### src/verilog/tcm_pkg.sv
/*
 * tcm_pkg: shared constants and types of the timer compare-mode block:
 * register byte addresses, field positions of the channel pair mode control
 * register, reset values, channel direction and compare mode encodings.
 * Assumes a 32-bit AHB-Lite register port and a 16-bit timer counter.
 */
package tcm_pkg;

   // ----------------------------------------------------------------
   // widths
   // ----------------------------------------------------------------
   localparam int TCM_DATA_W = 32;
   localparam int TCM_CNT_W = 16;
   localparam int TCM_IDX_W = 6;
   localparam int TCM_NCH = 2;

   // ----------------------------------------------------------------
   // register byte addresses
   // ----------------------------------------------------------------
   localparam logic [31:0] TCM_ADDR_MODE = 32'h0000_0000;
   localparam logic [31:0] TCM_ADDR_CH1_CC = 32'h0000_0004;
   localparam logic [31:0] TCM_ADDR_CH2_CC = 32'h0000_0008;
   localparam logic [31:0] TCM_ADDR_CTRL = 32'h0000_000c;
   localparam logic [31:0] TCM_ADDR_STATUS = 32'h0000_0010;
   localparam logic [31:0] TCM_ADDR_CH1_ACT = 32'h0000_0014;
   localparam logic [31:0] TCM_ADDR_CH2_ACT = 32'h0000_0018;
   localparam logic [31:0] TCM_ADDR_SPAN = 32'h0000_00ff;

   // ----------------------------------------------------------------
   // mode control register fields, per channel byte
   // ----------------------------------------------------------------
   localparam int TCM_CH_STRIDE = 8;
   localparam int TCM_DIR_LSB = 0;
   localparam int TCM_DIR_MSB = 1;
   localparam int TCM_FAST_BIT = 2;
   localparam int TCM_PRE_BIT = 3;
   localparam int TCM_MODE_LSB = 4;
   localparam int TCM_MODE_MSB = 6;
   localparam int TCM_CLR_BIT = 7;
   localparam logic [7:0] TCM_PROT_MASK = 8'h78;

   // ----------------------------------------------------------------
   // control register fields and reset values
   // ----------------------------------------------------------------
   localparam int TCM_CTRL_EN1_BIT = 0;
   localparam int TCM_CTRL_EN2_BIT = 1;
   localparam int TCM_CTRL_SPM_BIT = 4;
   localparam int TCM_CTRL_PROT_LSB = 8;
   localparam int TCM_CTRL_PROT_MSB = 9;
   localparam logic [1:0] TCM_PROT_LOCKED = 2'h3;
   localparam logic [7:0] TCM_MODE_BYTE_RST = 8'h00;
   localparam logic [15:0] TCM_CC_RST = 16'h0000;

   // ----------------------------------------------------------------
   // bus constants
   // ----------------------------------------------------------------
   localparam logic [2:0] TCM_HSIZE_WORD = 3'h2;
   localparam int TCM_HTRANS_ACT_BIT = 1;

   // ----------------------------------------------------------------
   // encodings
   // ----------------------------------------------------------------
   typedef enum logic [1:0] {
      TCM_DIR_OUT = 2'b00,
      TCM_DIR_IN_A = 2'b01,
      TCM_DIR_IN_B = 2'b10,
      TCM_DIR_IN_TRG = 2'b11
   } tcm_dir_e;

   typedef enum logic [2:0] {
      TCM_MODE_FREEZE = 3'b000,
      TCM_MODE_SET_MATCH = 3'b001,
      TCM_MODE_CLR_MATCH = 3'b010,
      TCM_MODE_TOGGLE = 3'b011,
      TCM_MODE_FORCE_LOW = 3'b100,
      TCM_MODE_FORCE_HIGH = 3'b101,
      TCM_MODE_PWM1 = 3'b110,
      TCM_MODE_PWM2 = 3'b111
   } tcm_mode_e;

endpackage : tcm_pkg

### src/verilog/tcm_regbus_if.sv
/*
 * tcm_regbus_if: simple register port between the bus slave and the
 * register file of the top module. Assumes both ends share one clock.
 */
`timescale 1ns/100ps
interface tcm_regbus_if;
   logic wr_en;
   logic [tcm_pkg::TCM_IDX_W-1:0] idx;
   logic [tcm_pkg::TCM_DATA_W-1:0] wdata;
   logic [tcm_pkg::TCM_DATA_W-1:0] rdata;
   logic mapped;

   modport bus (output wr_en, output idx, output wdata, output mapped, input rdata);
   modport regs (input wr_en, input idx, input wdata, input mapped, output rdata);
endinterface : tcm_regbus_if

### src/verilog/tcm_ahb_slave.sv
/*
 * tcm_ahb_slave: AHB-Lite slave turning single word transfers into register
 * writes and reads. Assumes it is the only slave, so hready is its own
 * hreadyout. Writes take no wait state, reads take one.
 */
`timescale 1ns/100ps
module tcm_ahb_slave (
   input wire logic i_clk,
   input wire logic i_nrst,
   input wire logic i_hsel,
   input wire logic [31:0] i_haddr,
   input wire logic [1:0] i_htrans,
   input wire logic i_hwrite,
   input wire logic [2:0] i_hsize,
   input wire logic [31:0] i_hwdata,
   input wire logic i_hready,
   output logic [31:0] o_hrdata,
   output logic o_hreadyout,
   output logic o_hresp,
   tcm_regbus_if.bus rb
);
   import tcm_pkg::*;

   logic phase_r;
   logic write_r;
   logic mapped_r;
   logic [TCM_IDX_W-1:0] idx_r;
   logic accept;

   assign accept = i_hsel && i_htrans[TCM_HTRANS_ACT_BIT] && (i_hsize == TCM_HSIZE_WORD);

   // ----------------------------------------------------------------
   // address phase capture
   // ----------------------------------------------------------------
   always_ff @(posedge i_clk or negedge i_nrst) begin
      if (!i_nrst) begin
         phase_r <= 1'b0;
         write_r <= 1'b0;
         mapped_r <= 1'b0;
         idx_r <= '0;
      end else if (i_hready) begin
         phase_r <= accept;
         write_r <= i_hwrite;
         mapped_r <= (i_haddr <= TCM_ADDR_SPAN);
         idx_r <= i_haddr[TCM_IDX_W+1:2];
      end
   end

   // a read waits one cycle so hrdata leaves a flip-flop and sees a
   // write made in the transfer just before
   always_ff @(posedge i_clk or negedge i_nrst) begin
      if (!i_nrst) begin
         o_hreadyout <= 1'b1;
      end else begin
         o_hreadyout <= !(i_hready && accept && !i_hwrite);
      end
   end

   always_ff @(posedge i_clk or negedge i_nrst) begin
      if (!i_nrst) begin
         o_hrdata <= '0;
      end else if (phase_r && !write_r && !o_hreadyout) begin
         o_hrdata <= rb.rdata;
      end
   end

   always_ff @(posedge i_clk or negedge i_nrst) begin
      if (!i_nrst) begin
         o_hresp <= 1'b0;
      end else begin
         o_hresp <= 1'b0;
      end
   end

   assign rb.wr_en = phase_r && write_r && i_hready;
   assign rb.idx = idx_r;
   assign rb.wdata = i_hwdata;
   assign rb.mapped = mapped_r;

endmodule : tcm_ahb_slave

### src/verilog/tcm_channel.sv
/*
 * tcm_channel: compare value storage and reference output of one channel.
 * Assumes counter, update event, trigger event and filtered external
 * trigger arrive on the timer clock.
 */
`timescale 1ns/100ps
module tcm_channel (
   input wire logic i_clk,
   input wire logic i_nrst,
   input wire logic i_is_output,
   input wire tcm_pkg::tcm_mode_e i_mode,
   input wire logic i_fast,
   input wire logic i_preload,
   input wire logic i_clear_en,
   input wire logic i_etr,
   input wire logic i_trigger,
   input wire logic i_update,
   input wire logic [tcm_pkg::TCM_CNT_W-1:0] i_cnt,
   input wire logic i_cc_wr,
   input wire logic [tcm_pkg::TCM_CNT_W-1:0] i_cc_wdata,
   output logic o_ref,
   output logic [tcm_pkg::TCM_CNT_W-1:0] o_active_cc,
   output logic [tcm_pkg::TCM_CNT_W-1:0] o_buffer_cc
);
   import tcm_pkg::*;

   logic match;
   logic fast_hit;
   logic ref_nxt;

   // ----------------------------------------------------------------
   // compare value: direct or through the buffer
   // ----------------------------------------------------------------
   always_ff @(posedge i_clk or negedge i_nrst) begin
      if (!i_nrst) begin
         o_buffer_cc <= TCM_CC_RST;
      end else if (i_cc_wr) begin
         o_buffer_cc <= i_cc_wdata;
      end
   end

   always_ff @(posedge i_clk or negedge i_nrst) begin
      if (!i_nrst) begin
         o_active_cc <= TCM_CC_RST;
      end else if (i_cc_wr && !i_preload) begin
         o_active_cc <= i_cc_wdata;
      end else if (i_update && i_preload) begin
         o_active_cc <= o_buffer_cc;
      end
   end

   // ----------------------------------------------------------------
   // reference output
   // ----------------------------------------------------------------
   assign match = (i_cnt == o_active_cc);
   // fast response acts on the trigger edge itself, without waiting
   // for the counter to reach the compare value
   assign fast_hit = i_fast && i_trigger;

   always_comb begin
      ref_nxt = o_ref;
      case (i_mode)
         TCM_MODE_FREEZE: ref_nxt = o_ref;
         TCM_MODE_SET_MATCH: if (match || fast_hit) ref_nxt = 1'b1;
         TCM_MODE_CLR_MATCH: if (match || fast_hit) ref_nxt = 1'b0;
         TCM_MODE_TOGGLE: if (match || fast_hit) ref_nxt = !o_ref;
         TCM_MODE_FORCE_LOW: ref_nxt = 1'b0;
         TCM_MODE_FORCE_HIGH: ref_nxt = 1'b1;
         // pwm levels are re-evaluated every cycle, which also covers
         // a switch from freeze into a pwm mode
         TCM_MODE_PWM1: ref_nxt = fast_hit ? 1'b0 : (i_cnt < o_active_cc);
         TCM_MODE_PWM2: ref_nxt = fast_hit ? 1'b1 : (i_cnt > o_active_cc);
         default: ref_nxt = o_ref;
      endcase
      if (!i_is_output) begin
         ref_nxt = 1'b0;
      end
      if (i_clear_en && i_etr) begin
         ref_nxt = 1'b0;
      end
   end

   always_ff @(posedge i_clk or negedge i_nrst) begin
      if (!i_nrst) begin
         o_ref <= 1'b0;
      end else begin
         o_ref <= ref_nxt;
      end
   end

endmodule : tcm_channel

### src/verilog/tcm_top.sv
/*
 * tcm_top: output-compare configuration of timer channels 1 and 2 with
 * its register file behind an AHB-Lite slave. Holds the channel pair mode
 * control register, compare values, a control and a status register.
 * Assumes the counter, update event, trigger event and filtered external
 * trigger come from timer logic on i_clk; timer input pins and the internal
 * trigger source are asynchronous and are synchronised here.
 */
// Operation
// - ch1 direction: out, input one, two, trigger
// - ch2 direction: out, input two, one, trigger
// - fast enable shortens trigger to output delay
// - preload off: compare write acts at once
// - preload on: compare write waits for update
// - level 3 output: preload, mode writes ignored
// - freeze: matches leave reference unchanged
// - 001 sets high, 010 sets low on match
// - 011 toggles reference on each match
// - 100 forces low, 101 forces high
// - 110 high while counter below compare
// - 111 high while counter above compare
// - pwm level follows comparison and freeze exit
// - clear enable: external trigger high zeroes reference
// - ch2 controls at bits 10, 11, 14:12, 15
// - direction picks compare or capture meaning
`timescale 1ns/100ps
module tcm_top (
   input wire logic i_clk,
   input wire logic i_nrst,
   input wire logic i_hsel,
   input wire logic [31:0] i_haddr,
   input wire logic [1:0] i_htrans,
   input wire logic i_hwrite,
   input wire logic [2:0] i_hsize,
   input wire logic [31:0] i_hwdata,
   input wire logic i_hready,
   output logic [31:0] o_hrdata,
   output logic o_hreadyout,
   output logic o_hresp,
   input wire logic [tcm_pkg::TCM_CNT_W-1:0] i_counter_value,
   input wire logic i_update_event,
   input wire logic i_trigger_event,
   input wire logic i_filtered_external_trigger,
   input wire logic i_timer_input_one,
   input wire logic i_timer_input_two,
   input wire logic i_internal_trigger_source,
   output logic o_ch1_reference_output,
   output logic o_ch2_reference_output,
   output logic o_ch1_capture_input,
   output logic o_ch2_capture_input
);
   import tcm_pkg::*;

   // ----------------------------------------------------------------
   // helpers
   // ----------------------------------------------------------------
   // merge a software write into one channel byte of the mode register
   function automatic logic [7:0] tcm_merge_mode(
      input logic [7:0] old_b,
      input logic [7:0] new_b,
      input logic ch_enabled,
      input logic locked
   );
      logic [7:0] res;
      res = new_b;
      // direction only moves while the channel is switched off, so a
      // running output never changes meaning under software's feet
      if (ch_enabled) begin
         res[TCM_DIR_MSB:TCM_DIR_LSB] = old_b[TCM_DIR_MSB:TCM_DIR_LSB];
      end
      if (locked && (old_b[TCM_DIR_MSB:TCM_DIR_LSB] == TCM_DIR_OUT)) begin
         res = (res & ~TCM_PROT_MASK) | (old_b & TCM_PROT_MASK);
      end
      return res;
   endfunction : tcm_merge_mode

   // pick the capture input; channel 2 swaps the two timer inputs
   function automatic logic tcm_pick_input(
      input logic [1:0] dir,
      input logic swap,
      input logic in_one,
      input logic in_two,
      input logic in_trg
   );
      logic res;
      res = 1'b0;
      case (dir)
         TCM_DIR_IN_A: res = swap ? in_two : in_one;
         TCM_DIR_IN_B: res = swap ? in_one : in_two;
         TCM_DIR_IN_TRG: res = in_trg;
         default: res = 1'b0;
      endcase
      return res;
   endfunction : tcm_pick_input

   // ----------------------------------------------------------------
   // declarations
   // ----------------------------------------------------------------
   tcm_regbus_if rb ();

   logic [7:0] mode_byte_r [TCM_NCH];
   logic [TCM_NCH-1:0] out_en_r;
   logic single_pulse_r;
   logic [1:0] prot_level_r;
   logic [TCM_NCH-1:0] ch_is_out;
   logic [TCM_NCH-1:0] ch_fast;
   logic [TCM_NCH-1:0] ch_pre;
   logic [TCM_NCH-1:0] ch_clr;
   tcm_mode_e ch_mode [TCM_NCH];
   logic [TCM_NCH-1:0] cc_wr;
   logic [TCM_NCH-1:0] ch_ref;
   logic [TCM_CNT_W-1:0] act_cc [TCM_NCH];
   logic [TCM_CNT_W-1:0] buf_cc [TCM_NCH];
   logic [2:0] pin_meta_r;
   logic [2:0] pin_sync_r;
   logic wr_mode;
   logic wr_ctrl;
   logic [15:0] mode_word;
   logic [31:0] status_word;
   logic [31:0] ctrl_word;

   // ----------------------------------------------------------------
   // bus slave
   // ----------------------------------------------------------------
   tcm_ahb_slave u_ahb (
      .i_clk (i_clk),
      .i_nrst (i_nrst),
      .i_hsel (i_hsel),
      .i_haddr (i_haddr),
      .i_htrans (i_htrans),
      .i_hwrite (i_hwrite),
      .i_hsize (i_hsize),
      .i_hwdata (i_hwdata),
      .i_hready (i_hready),
      .o_hrdata (o_hrdata),
      .o_hreadyout (o_hreadyout),
      .o_hresp (o_hresp),
      .rb (rb.bus)
   );

   assign wr_mode = rb.wr_en && rb.mapped && (rb.idx == TCM_ADDR_MODE[TCM_IDX_W+1:2]);
   assign wr_ctrl = rb.wr_en && rb.mapped && (rb.idx == TCM_ADDR_CTRL[TCM_IDX_W+1:2]);
   assign cc_wr[0] = rb.wr_en && rb.mapped && (rb.idx == TCM_ADDR_CH1_CC[TCM_IDX_W+1:2]);
   assign cc_wr[1] = rb.wr_en && rb.mapped && (rb.idx == TCM_ADDR_CH2_CC[TCM_IDX_W+1:2]);

   // ----------------------------------------------------------------
   // pin synchronisers: timer input one, two, internal trigger
   // ----------------------------------------------------------------
   always_ff @(posedge i_clk or negedge i_nrst) begin
      if (!i_nrst) begin
         pin_meta_r <= '0;
         pin_sync_r <= '0;
      end else begin
         pin_meta_r <= {i_internal_trigger_source, i_timer_input_two, i_timer_input_one};
         pin_sync_r <= pin_meta_r;
      end
   end

   // ----------------------------------------------------------------
   // control register: output enables, single pulse, protection level
   // ----------------------------------------------------------------
   always_ff @(posedge i_clk or negedge i_nrst) begin
      if (!i_nrst) begin
         out_en_r <= '0;
         single_pulse_r <= 1'b0;
         prot_level_r <= '0;
      end else if (wr_ctrl) begin
         out_en_r[0] <= rb.wdata[TCM_CTRL_EN1_BIT];
         out_en_r[1] <= rb.wdata[TCM_CTRL_EN2_BIT];
         // kept for software only; pwm without preload outside single
         // pulse gives an undefined output and is software's to avoid
         single_pulse_r <= rb.wdata[TCM_CTRL_SPM_BIT];
         prot_level_r <= rb.wdata[TCM_CTRL_PROT_MSB:TCM_CTRL_PROT_LSB];
      end
   end

   // ----------------------------------------------------------------
   // per channel mode byte, field decode and compare channel
   // ----------------------------------------------------------------
   for (genvar g = 0; g < TCM_NCH; g++) begin : g_ch
      always_ff @(posedge i_clk or negedge i_nrst) begin
         if (!i_nrst) begin
            mode_byte_r[g] <= TCM_MODE_BYTE_RST;
         end else if (wr_mode) begin
            mode_byte_r[g] <= tcm_merge_mode(mode_byte_r[g],
               rb.wdata[g*TCM_CH_STRIDE +: TCM_CH_STRIDE], out_en_r[g],
               prot_level_r == TCM_PROT_LOCKED);
         end
      end

      // bits above the direction field mean compare controls only while
      // the direction selects output
      assign ch_is_out[g] = (mode_byte_r[g][TCM_DIR_MSB:TCM_DIR_LSB] == TCM_DIR_OUT);
      assign ch_fast[g] = ch_is_out[g] && mode_byte_r[g][TCM_FAST_BIT];
      assign ch_pre[g] = ch_is_out[g] && mode_byte_r[g][TCM_PRE_BIT];
      assign ch_clr[g] = ch_is_out[g] && mode_byte_r[g][TCM_CLR_BIT];
      assign ch_mode[g] = tcm_mode_e'(mode_byte_r[g][TCM_MODE_MSB:TCM_MODE_LSB]);

      tcm_channel u_ch (
         .i_clk (i_clk),
         .i_nrst (i_nrst),
         .i_is_output (ch_is_out[g]),
         .i_mode (ch_mode[g]),
         .i_fast (ch_fast[g]),
         .i_preload (ch_pre[g]),
         .i_clear_en (ch_clr[g]),
         .i_etr (i_filtered_external_trigger),
         .i_trigger (i_trigger_event),
         .i_update (i_update_event),
         .i_cnt (i_counter_value),
         .i_cc_wr (cc_wr[g]),
         .i_cc_wdata (rb.wdata[TCM_CNT_W-1:0]),
         .o_ref (ch_ref[g]),
         .o_active_cc (act_cc[g]),
         .o_buffer_cc (buf_cc[g])
      );
   end

   // ----------------------------------------------------------------
   // outputs
   // ----------------------------------------------------------------
   always_ff @(posedge i_clk or negedge i_nrst) begin
      if (!i_nrst) begin
         o_ch1_reference_output <= 1'b0;
         o_ch2_reference_output <= 1'b0;
      end else begin
         o_ch1_reference_output <= ch_ref[0];
         o_ch2_reference_output <= ch_ref[1];
      end
   end

   always_ff @(posedge i_clk or negedge i_nrst) begin
      if (!i_nrst) begin
         o_ch1_capture_input <= 1'b0;
         o_ch2_capture_input <= 1'b0;
      end else begin
         o_ch1_capture_input <= tcm_pick_input(mode_byte_r[0][TCM_DIR_MSB:TCM_DIR_LSB],
            1'b0, pin_sync_r[0], pin_sync_r[1], pin_sync_r[2]);
         o_ch2_capture_input <= tcm_pick_input(mode_byte_r[1][TCM_DIR_MSB:TCM_DIR_LSB],
            1'b1, pin_sync_r[0], pin_sync_r[1], pin_sync_r[2]);
      end
   end

   // ----------------------------------------------------------------
   // read mux
   // ----------------------------------------------------------------
   assign mode_word = {mode_byte_r[1], mode_byte_r[0]};

   always_comb begin
      ctrl_word = '0;
      ctrl_word[TCM_CTRL_EN1_BIT] = out_en_r[0];
      ctrl_word[TCM_CTRL_EN2_BIT] = out_en_r[1];
      ctrl_word[TCM_CTRL_SPM_BIT] = single_pulse_r;
      ctrl_word[TCM_CTRL_PROT_MSB:TCM_CTRL_PROT_LSB] = prot_level_r;
   end

   always_comb begin
      status_word = '0;
      status_word[0] = ch_ref[0];
      status_word[1] = ch_ref[1];
      status_word[2] = ch_is_out[0];
      status_word[3] = ch_is_out[1];
      status_word[4] = o_ch1_capture_input;
      status_word[5] = o_ch2_capture_input;
   end

   always_comb begin
      rb.rdata = '0;
      if (rb.mapped) begin
         case ({rb.idx, 2'b00})
            TCM_ADDR_MODE[TCM_IDX_W+1:0]: rb.rdata = {16'h0000, mode_word};
            TCM_ADDR_CH1_CC[TCM_IDX_W+1:0]: rb.rdata = {16'h0000, buf_cc[0]};
            TCM_ADDR_CH2_CC[TCM_IDX_W+1:0]: rb.rdata = {16'h0000, buf_cc[1]};
            TCM_ADDR_CTRL[TCM_IDX_W+1:0]: rb.rdata = ctrl_word;
            TCM_ADDR_STATUS[TCM_IDX_W+1:0]: rb.rdata = status_word;
            TCM_ADDR_CH1_ACT[TCM_IDX_W+1:0]: rb.rdata = {16'h0000, act_cc[0]};
            TCM_ADDR_CH2_ACT[TCM_IDX_W+1:0]: rb.rdata = {16'h0000, act_cc[1]};
            default: rb.rdata = '0;
         endcase
      end
   end

endmodule : tcm_top
### config.mk
export PLATFORM = sky130hd
export DESIGN_NAME = tcm_top
export DESIGN_NICKNAME = d
export VERILOG_FILES = /design/src/verilog/tcm_pkg.sv /design/src/verilog/tcm_regbus_if.sv /design/src/verilog/tcm_ahb_slave.sv /design/src/verilog/tcm_channel.sv /design/src/verilog/tcm_top.sv
export SDC_FILE = /design/constraint.sdc
export NUM_CORES = 1
export LEC_CHECK = 0
export BUFFER_PORTS_ARGS = -buffer_cell sky130_fd_sc_hd__buf_4
export CAP_MARGIN = 20
export CORE_ASPECT_RATIO = 0.9
export CORE_MARGIN = 5
export CORE_UTILIZATION = 25
export CTS_CLUSTER_DIAMETER = 40
export DETAILED_ROUTE_END_ITERATION = 8
export PLACE_DENSITY_LB_ADDON = 0.1
export RECOVER_POWER = 100
export SLEW_MARGIN = 20
export SYNTH_ARGS = -nofsm -noshare
export SYNTH_HDL_FRONTEND = slang
export SYNTH_SLANG_ARGS = --single-unit
### constraint.sdc
create_clock -name i_clk -period 2.3 [get_ports i_clk]
set_input_delay 0.46 -clock i_clk [delete_from_list [all_inputs] [get_ports i_clk]]
set_output_delay 0.46 -clock i_clk [all_outputs]
set_load 0.05 [all_outputs]
==> results of run 1 <==
-- power groups by stage --
stage | clock network [mW] | registers (mW) | logic (mW)
after detailed placement | 0 | 2.30 | 0.561
after global placement | 0 | 2.30 | 0.550
after CTS | 2.70 | 2.26 | 0.564
after global routing | 2.80 | 2.27 | 0.607
final | 2.63 | 2.26 | 0.545
after floorplan | 0 | 2.29 | 0.302
-- cell type report --
class | instances | area (µm²) | share of cell area, %
clock buffers | 21 | 440 | 5.26
clock inverters | 11 | 124 | 1.48
well taps | 348 | 435 | 5.20
repair buffers | 141 | 1060 | 12.6
flip-flops and latches | 123 | 3080 | 36.7
inverters | 33 | 124 | 1.48
multi-input cells | 412 | 3120 | 37.2
-- critical path: stages (launching register included) --
cell	delay, ps
dfrtp_1	380
or4_1	520
buf_4	190
nor3_4	170
a21boi_4	300
clkbuf_2	180
clkbuf_16	150
buf_4	100
o21ai_0	80
-- path summary, 6_finish.rpt --
path | from | end | depth (start not counted)
min reg2reg | pin_meta_r[2]$_DFF_PN0_ | pin_sync_r[2]$_DFF_PN0_ | 0
min | i_internal_trigger_source | pin_meta_r[2]$_DFF_PN0_ | 1
min in group asynchronous | i_nrst | u_ahb.o_hrdata[12]$_DFFE_PN0P_ | 2
max in group asynchronous | i_nrst | g_ch[1].u_ch.o_active_cc[1]$_DFFE_PN0P_ | 2
max | u_ahb.rb.idx[3]$_DFFE_PN0P_ | g_ch[1].u_ch.o_active_cc[11]$_DFFE_PN0P_ | 8
max reg2reg | u_ahb.rb.idx[3]$_DFFE_PN0P_ | g_ch[1].u_ch.o_active_cc[11]$_DFFE_PN0P_ | 8
-- metrics by stage --
step / cells / hold WS (ps) / instance area [µm²] / power [mW] / TNS, ps
after floorplan: 610 / 164 / 6580 / 2.59 / 0
after global routing: 1089 / 144 / 8380 / 5.68 / 0
after detailed placement: 1051 / 336 / 7860 / 2.86 / -627
after global placement: 1051 / 333 / 7860 / 2.85 / -315
final: 1089 / 164 / 8380 / 5.43 / 0
after CTS: 1083 / 123 / 8430 / 5.52 / 0
-- cell usage in the layout (no fill, tap or decap), types with 3 or more instances in the layout --
master,count
clkinvlp_4,3
or4b_2,3
nor2b_1,4
a21oi_1,12
nand4_1,14
o22ai_1,3
clkbuf_1,32
buf_12,7
clkbuf_4,7
nor4_1,7
inv_1,33
nand2b_1,8
a21o_1,4
clkinv_2,3
ha_1,32
nand3_1,6
a22oi_1,21
a221o_1,24
nor4bb_1,3
nor3b_1,4
buf_4,97
mux2_2,62
mux2i_1,8
dfrtp_1,122
clkbuf_16,18
nor3_1,25
nor2_2,3
nor2_1,11
a222oi_1,11
nand3b_1,4
conb_1,17
nor3_4,3
o21ai_0,29
clkinv_4,3
and3_1,18
a31oi_1,5
nand2_1,53
-- kinds of logic after synthesis --
family                   count (synthesis)  synth area share (%)
buffers and inverters                   75                  5.97
AND/OR/NAND/NOR                        173                  14.5
AO/OA/AOI/OAI                          120                  14.1
flip-flops                             123                  47.2
adder cells (fa/ha/maj)                 32                  6.14
multiplexers                            70                  11.9
other                                    1                0.0575
-- per-layer routing --
metal	up-vias	global-route usage [%]
met2	171	23.9
li1	2471	-
met3	30	4.19
met5	-	0
met1	2643	19.5
met4	0	5.33
-- state kept, by name (all words and copies together), names as in the netlist, 2 cells and up --
register / cells
pin_sync_r: 3
g_ch.u_ch.o_ref: 2
pin_meta_r: 3
u_ahb.o_hrdata: 16
out_en_r: 2
ch_mode: 6
g_ch.u_ch.o_buffer_cc: 32
u_ahb.rb.idx: 6
g_ch.u_ch.o_active_cc: 32
prot_level_r: 2
mode_byte_r: 10
-- what timing repair did --
action,4_1_cts,5_1_grt
pin swaps,0,1
setup buffers,0,5
endpoints found under the setup margin,12,26
resized for setup,1,4
cloned,0,1
==> flow_summary.toml, run 1 <==
[outcome]
status = "complete, but fails checks"
violations = "max-capacitance violations, max-slew violations"

[die]
core_area_um2 = 25900
initial_core_util_pct = 25.2
die_width_um = 180
rows = 56
die-area_um2 = 29400
dieHeight_um = 163
io_pins = 134

[clock_network]
numCtsBuffers = 17
cts_tree = "yes"
root_buffer = "clkbuf_16"
cts_sinks = 123
cts_hold_buf = 0
max-clock-path-buffers = 2
clk_latency_ps = 420
path_clk_slew_ps = 60
htreeDepth = 4

[power]
p_comb_share_pct = 10.0
ir_worst_vdd_uv = 446
clkPwrFrac_pct = 48.4
internal-power_mw = 4.04
p_per_area_nw_per_um2 = 648
swShare_pct = 25.7
power_leakage_nw = 3.78
p_seq_share_pct = 41.6
p_sw_mw = 1.39

[global_route]
globalRouteTotalUtil_pct = 15.0
antenna_found_initial = 0
grt_pass1_vias = 5730
grt_max_degree = 124
grt_first_pass_wirelength_um = 33600
globalRoute.totalOverflow = 0

[yosys]
syn_area_um2 = 6520
postSynthCellCount = 594
synth_common_cells = "122 x dfrtp_1, 62 x mux2_2, 53 x nand2_1"
synth-async-reset-ratio_pct = 100
synthTopCellsByArea = "dfrtp_1 47%, mux2_2 11%, ha_1 6.1%"
ys_seq_area_share_pct = 47.2
synth.top_cell.area_share_pct = 46.8
ys_warn_count = 0
yosysTopAreaCell = "dfrtp_1"
synth_cell_types = 44
synth_ff_type = "dfrtp_1"
ys_ff_latch = 123
yosysMostFrequentCell = "dfrtp_1"
syn_area_per_cell_um2 = 11.0
synth_edf_count = 0

[final_layout]
n_antenna_cell = 0
postLayoutCoreUtil_pct = 32.4
n_fill_cell = 2727
nets = 856
area_delta_synth_final_pct = 28.5
drive_above_1_share_pct = 29.7

[routing]
drt-pass1-iter-count = 5
wl_met3_um = 1330
wl_met1_um = 9890
routed.top_layer = "met4"
routedWlPerCell_um = 20.0
vias = 5315
drc = 0
wirelength_um = 21800
vias_per_cell = 4.88
drtIter0Drc = 455
dr_wl_met2_um = 10100
detail-route-antenna-nets = 0

[sta]
fin_crit_sh_pct = 96.0
worst_pin_slew_ps = 1760
skew_ps = 9.68
setup_viol = 0
fmax_mhz = 453
maxSlewViolCount = 124
finalHoldViolCount = 0
fin_ws_ps = 91.1
relSlewSlack_pct = -17.2
finalWorstPathRequiredPeriod_ps = 2210
rsz0062_at_grt = "no"

[worst_setup_path]
ff2ff_setup_slack_ps = 90
critPathKind = "reg2reg"
startpoint_type = "register"
cp.required_ps = 2600
crit_arrival_ps = 2510
worstPathMaxFanout = 7
worstSetupEndpointType = "register"

[place]
dp_slack_ps = -79.7
portBuffers = 97
place_congestion = 0.805
detailed_place_hpwl_um = 15500

[run]
maxCapViolations = 1

[min_path]
hp-class = "in2reg"
No activity file was read; power rests on OpenSTA's default activity.
==> inputs of run 2 (changes only) <==
--- a/config.mk
+++ b/config.mk
@@ -7,7 +7,7 @@
 export LEC_CHECK = 0
 export BUFFER_PORTS_ARGS = -buffer_cell sky130_fd_sc_hd__buf_4
 export CAP_MARGIN = 20
-export CORE_ASPECT_RATIO = 0.9
+export CORE_ASPECT_RATIO = 0.5
 export CORE_MARGIN = 5
 export CORE_UTILIZATION = 25
 export CTS_CLUSTER_DIAMETER = 40
==> run 2 against run 1 <==
Net effect:
- the flow now finishes without violations
- highest routed layer is now met5
- critical path type unchanged
- global-route usage up 0.066 points
- hold slack got worse by 7.7 ps
- maximum frequency rose by 0.69%
- clock skew is 0.91 ps lower
- die area is 0.65% higher
- critical path depth fell by 3
- core utilization up 0.70 points
- total power is 3.3% higher
==> flow_summary.toml, run 2 (synthesis results as in run 1) <==
[final_layout]
area_delta_synth_final_pct = 29.2
drive_above_1_share_pct = 29.8
final_common_cell = "dfrtp_1"
n_fill_cell = 2636
nets = 856
layout_common_cells = "122 x dfrtp_1, 94 x buf_4, 62 x mux2_2, 53 x nand2_1, 33 x inv_1"
design_area_um2 = 8420
top_regs = "g_ch.u_ch.o_active_cc (32), g_ch.u_ch.o_buffer_cc (32), u_ahb.o_hrdata (16)"
n_antenna_cell = 0

[die]
die-area_um2 = 29600
initial_core_util_pct = 25.6
core_area_um2 = 25400
die_width_um = 238
rows = 41
dieHeight_um = 124
io_pins = 134

[place]
portBuffers = 97
place_congestion = 0.770
detailed_place_hpwl_um = 15700
place_area_um2 = 7890

[worst_setup_path]
crit_path_max_incr_delay_ps = 540
cp.depth = 5
rr_worst_depth = 5
critPathKind = "reg2reg"
crit_chain = "or4_4, buf_6, nor3_4, clkbuf_4, mux2_2"
crit_arrival_ps = 2500
worstSetupEndpointType = "register"
critPathSlowestCell = "or4_4"
path_delay_family = "simple AND/OR/NAND/NOR gates"
cp.required_ps = 2610
worstPathMaxFanout = 16
startpoint_type = "register"
critPathBufInv = 2

[sta]
worst_pin_slew_ps = 1300
rsz0062_at_grt = "yes"
relSlewSlack_pct = 13.2
skew_ps = 8.77
finalHoldViolCount = 0
tns_ps = 0
maxSlewViolCount = 0
holdWs_ps = 157
fin_crit_sh_pct = 95.4
fmax_mhz = 456
finalWorstPathRequiredPeriod_ps = 2190
setup_viol = 0

[power]
ir_worst_vdd_uv = 455
p_per_area_nw_per_um2 = 666
power_leakage_nw = 3.80

[clock_network]
clk_latency_ps = 430
path_clk_slew_ps = 60
numCtsBuffers = 17
cts_sinks = 123
cts_tree = "yes"
root_buffer = "clkbuf_16"
max-clock-path-buffers = 2
htreeDepth = 4

[routing]
drtIter0Drc = 332
dr_wl_met2_um = 9160
routedWlPerCell_um = 20.2
drt-pass1-iter-count = 5
drc = 0
vias = 5239
wl_met1_um = 10800
routed.top_layer = "met5"
wirelength_um = 21900
vias_per_cell = 4.83
wl_met3_um = 1550
detail-route-antenna-nets = 0

[global_route]
grt_max_degree = 69
grt_pass1_vias = 5417
antenna_found_initial = 1
grt_first_pass_wirelength_um = 33000
globalRoute.totalOverflow = 0
globalRouteTotalUtil_pct = 15.0

[min_path]
hp-class = "in2reg"
worstHoldPathCells = 1

[outcome]
status = "complete, no violations"

[run]
maxCapViolations = 0
## run 2: final timing paths
path / from / end / slack, ps
max: u_ahb.rb.idx[3]$_DFFE_PN0P_ / g_ch[0].u_ch.o_buffer_cc[13]$_DFFE_PN0P_ / 110
min: i_timer_input_one / pin_meta_r[0]$_DFF_PN0_ / 160
max reg2reg: u_ahb.rb.idx[3]$_DFFE_PN0P_ / g_ch[0].u_ch.o_buffer_cc[13]$_DFFE_PN0P_ / 110
min reg2reg: pin_meta_r[1]$_DFF_PN0_ / pin_sync_r[1]$_DFF_PN0_ / 360
max in group asynchronous: i_nrst / g_ch[0].u_ch.o_active_cc[12]$_DFFE_PN0P_ / 410
min in group asynchronous: i_nrst / u_ahb.o_hrdata[5]$_DFFE_PN0P_ / 370
## run 2: metrics by stage
step	total power [mW]	setup slack [ps]	utilization, %	cells
floorplan	2.59	81.0	-	610
global placement	2.85	-14.3	31.0	1049
detailed placement	2.86	-38.8	31.0	1049
CTS	5.70	44.0	33.4	1082
global route	5.85	-13.7	33.1	1085
finish	5.61	106	33.1	1085
## run 2: power breakdown
part | switching [mW] | total [mW] | leakage, nW | internal, mW
sequential | 0.0409 | 2.26 | 1.56 | 2.22
combinational | 0.318 | 0.545 | 1.95 | 0.227
clock | 1.06 | 2.80 | 0.294 | 1.74
## run 2: final cells by class
| class | instances | area [µm²] | area share (%) |
|---|---|---|---|
| repair buffers | 141 | 1060 | 12.6 |
| well taps | 344 | 430 | 5.11 |
| inverters | 33 | 124 | 1.47 |
| multi-input cells | 412 | 3120 | 37.0 |
| flip-flops and latches | 123 | 3080 | 36.6 |
| clock buffers | 19 | 443 | 5.26 |
| clock inverters | 13 | 168 | 1.99 |
## run 2: layer usage
metal | up-vias | GRT usage, %
met5 | - | 0
met4 | 2 | 5.09
met3 | 28 | 4.91
met2 | 160 | 21.9
met1 | 2583 | 21.0
li1 | 2466 | -
## run 2: worst reg2reg max path, cell delays in order (launching register included)
cell      delay [ps]
dfrtp_1          400
or4_4            540
buf_6            160
nor3_4           180
clkbuf_4         410
mux2_2           390
## run 2: timing repair
item / in CTS / in global routing
gates cloned: 0 / 1
endpoints found under the setup margin: 8 / 30
hold buffers: 1 / 0
resized for setup: 1 / 3
pin swaps: 0 / 1
buffers inserted: 0 / 2
endpoints found under the hold margin: 1 / 0
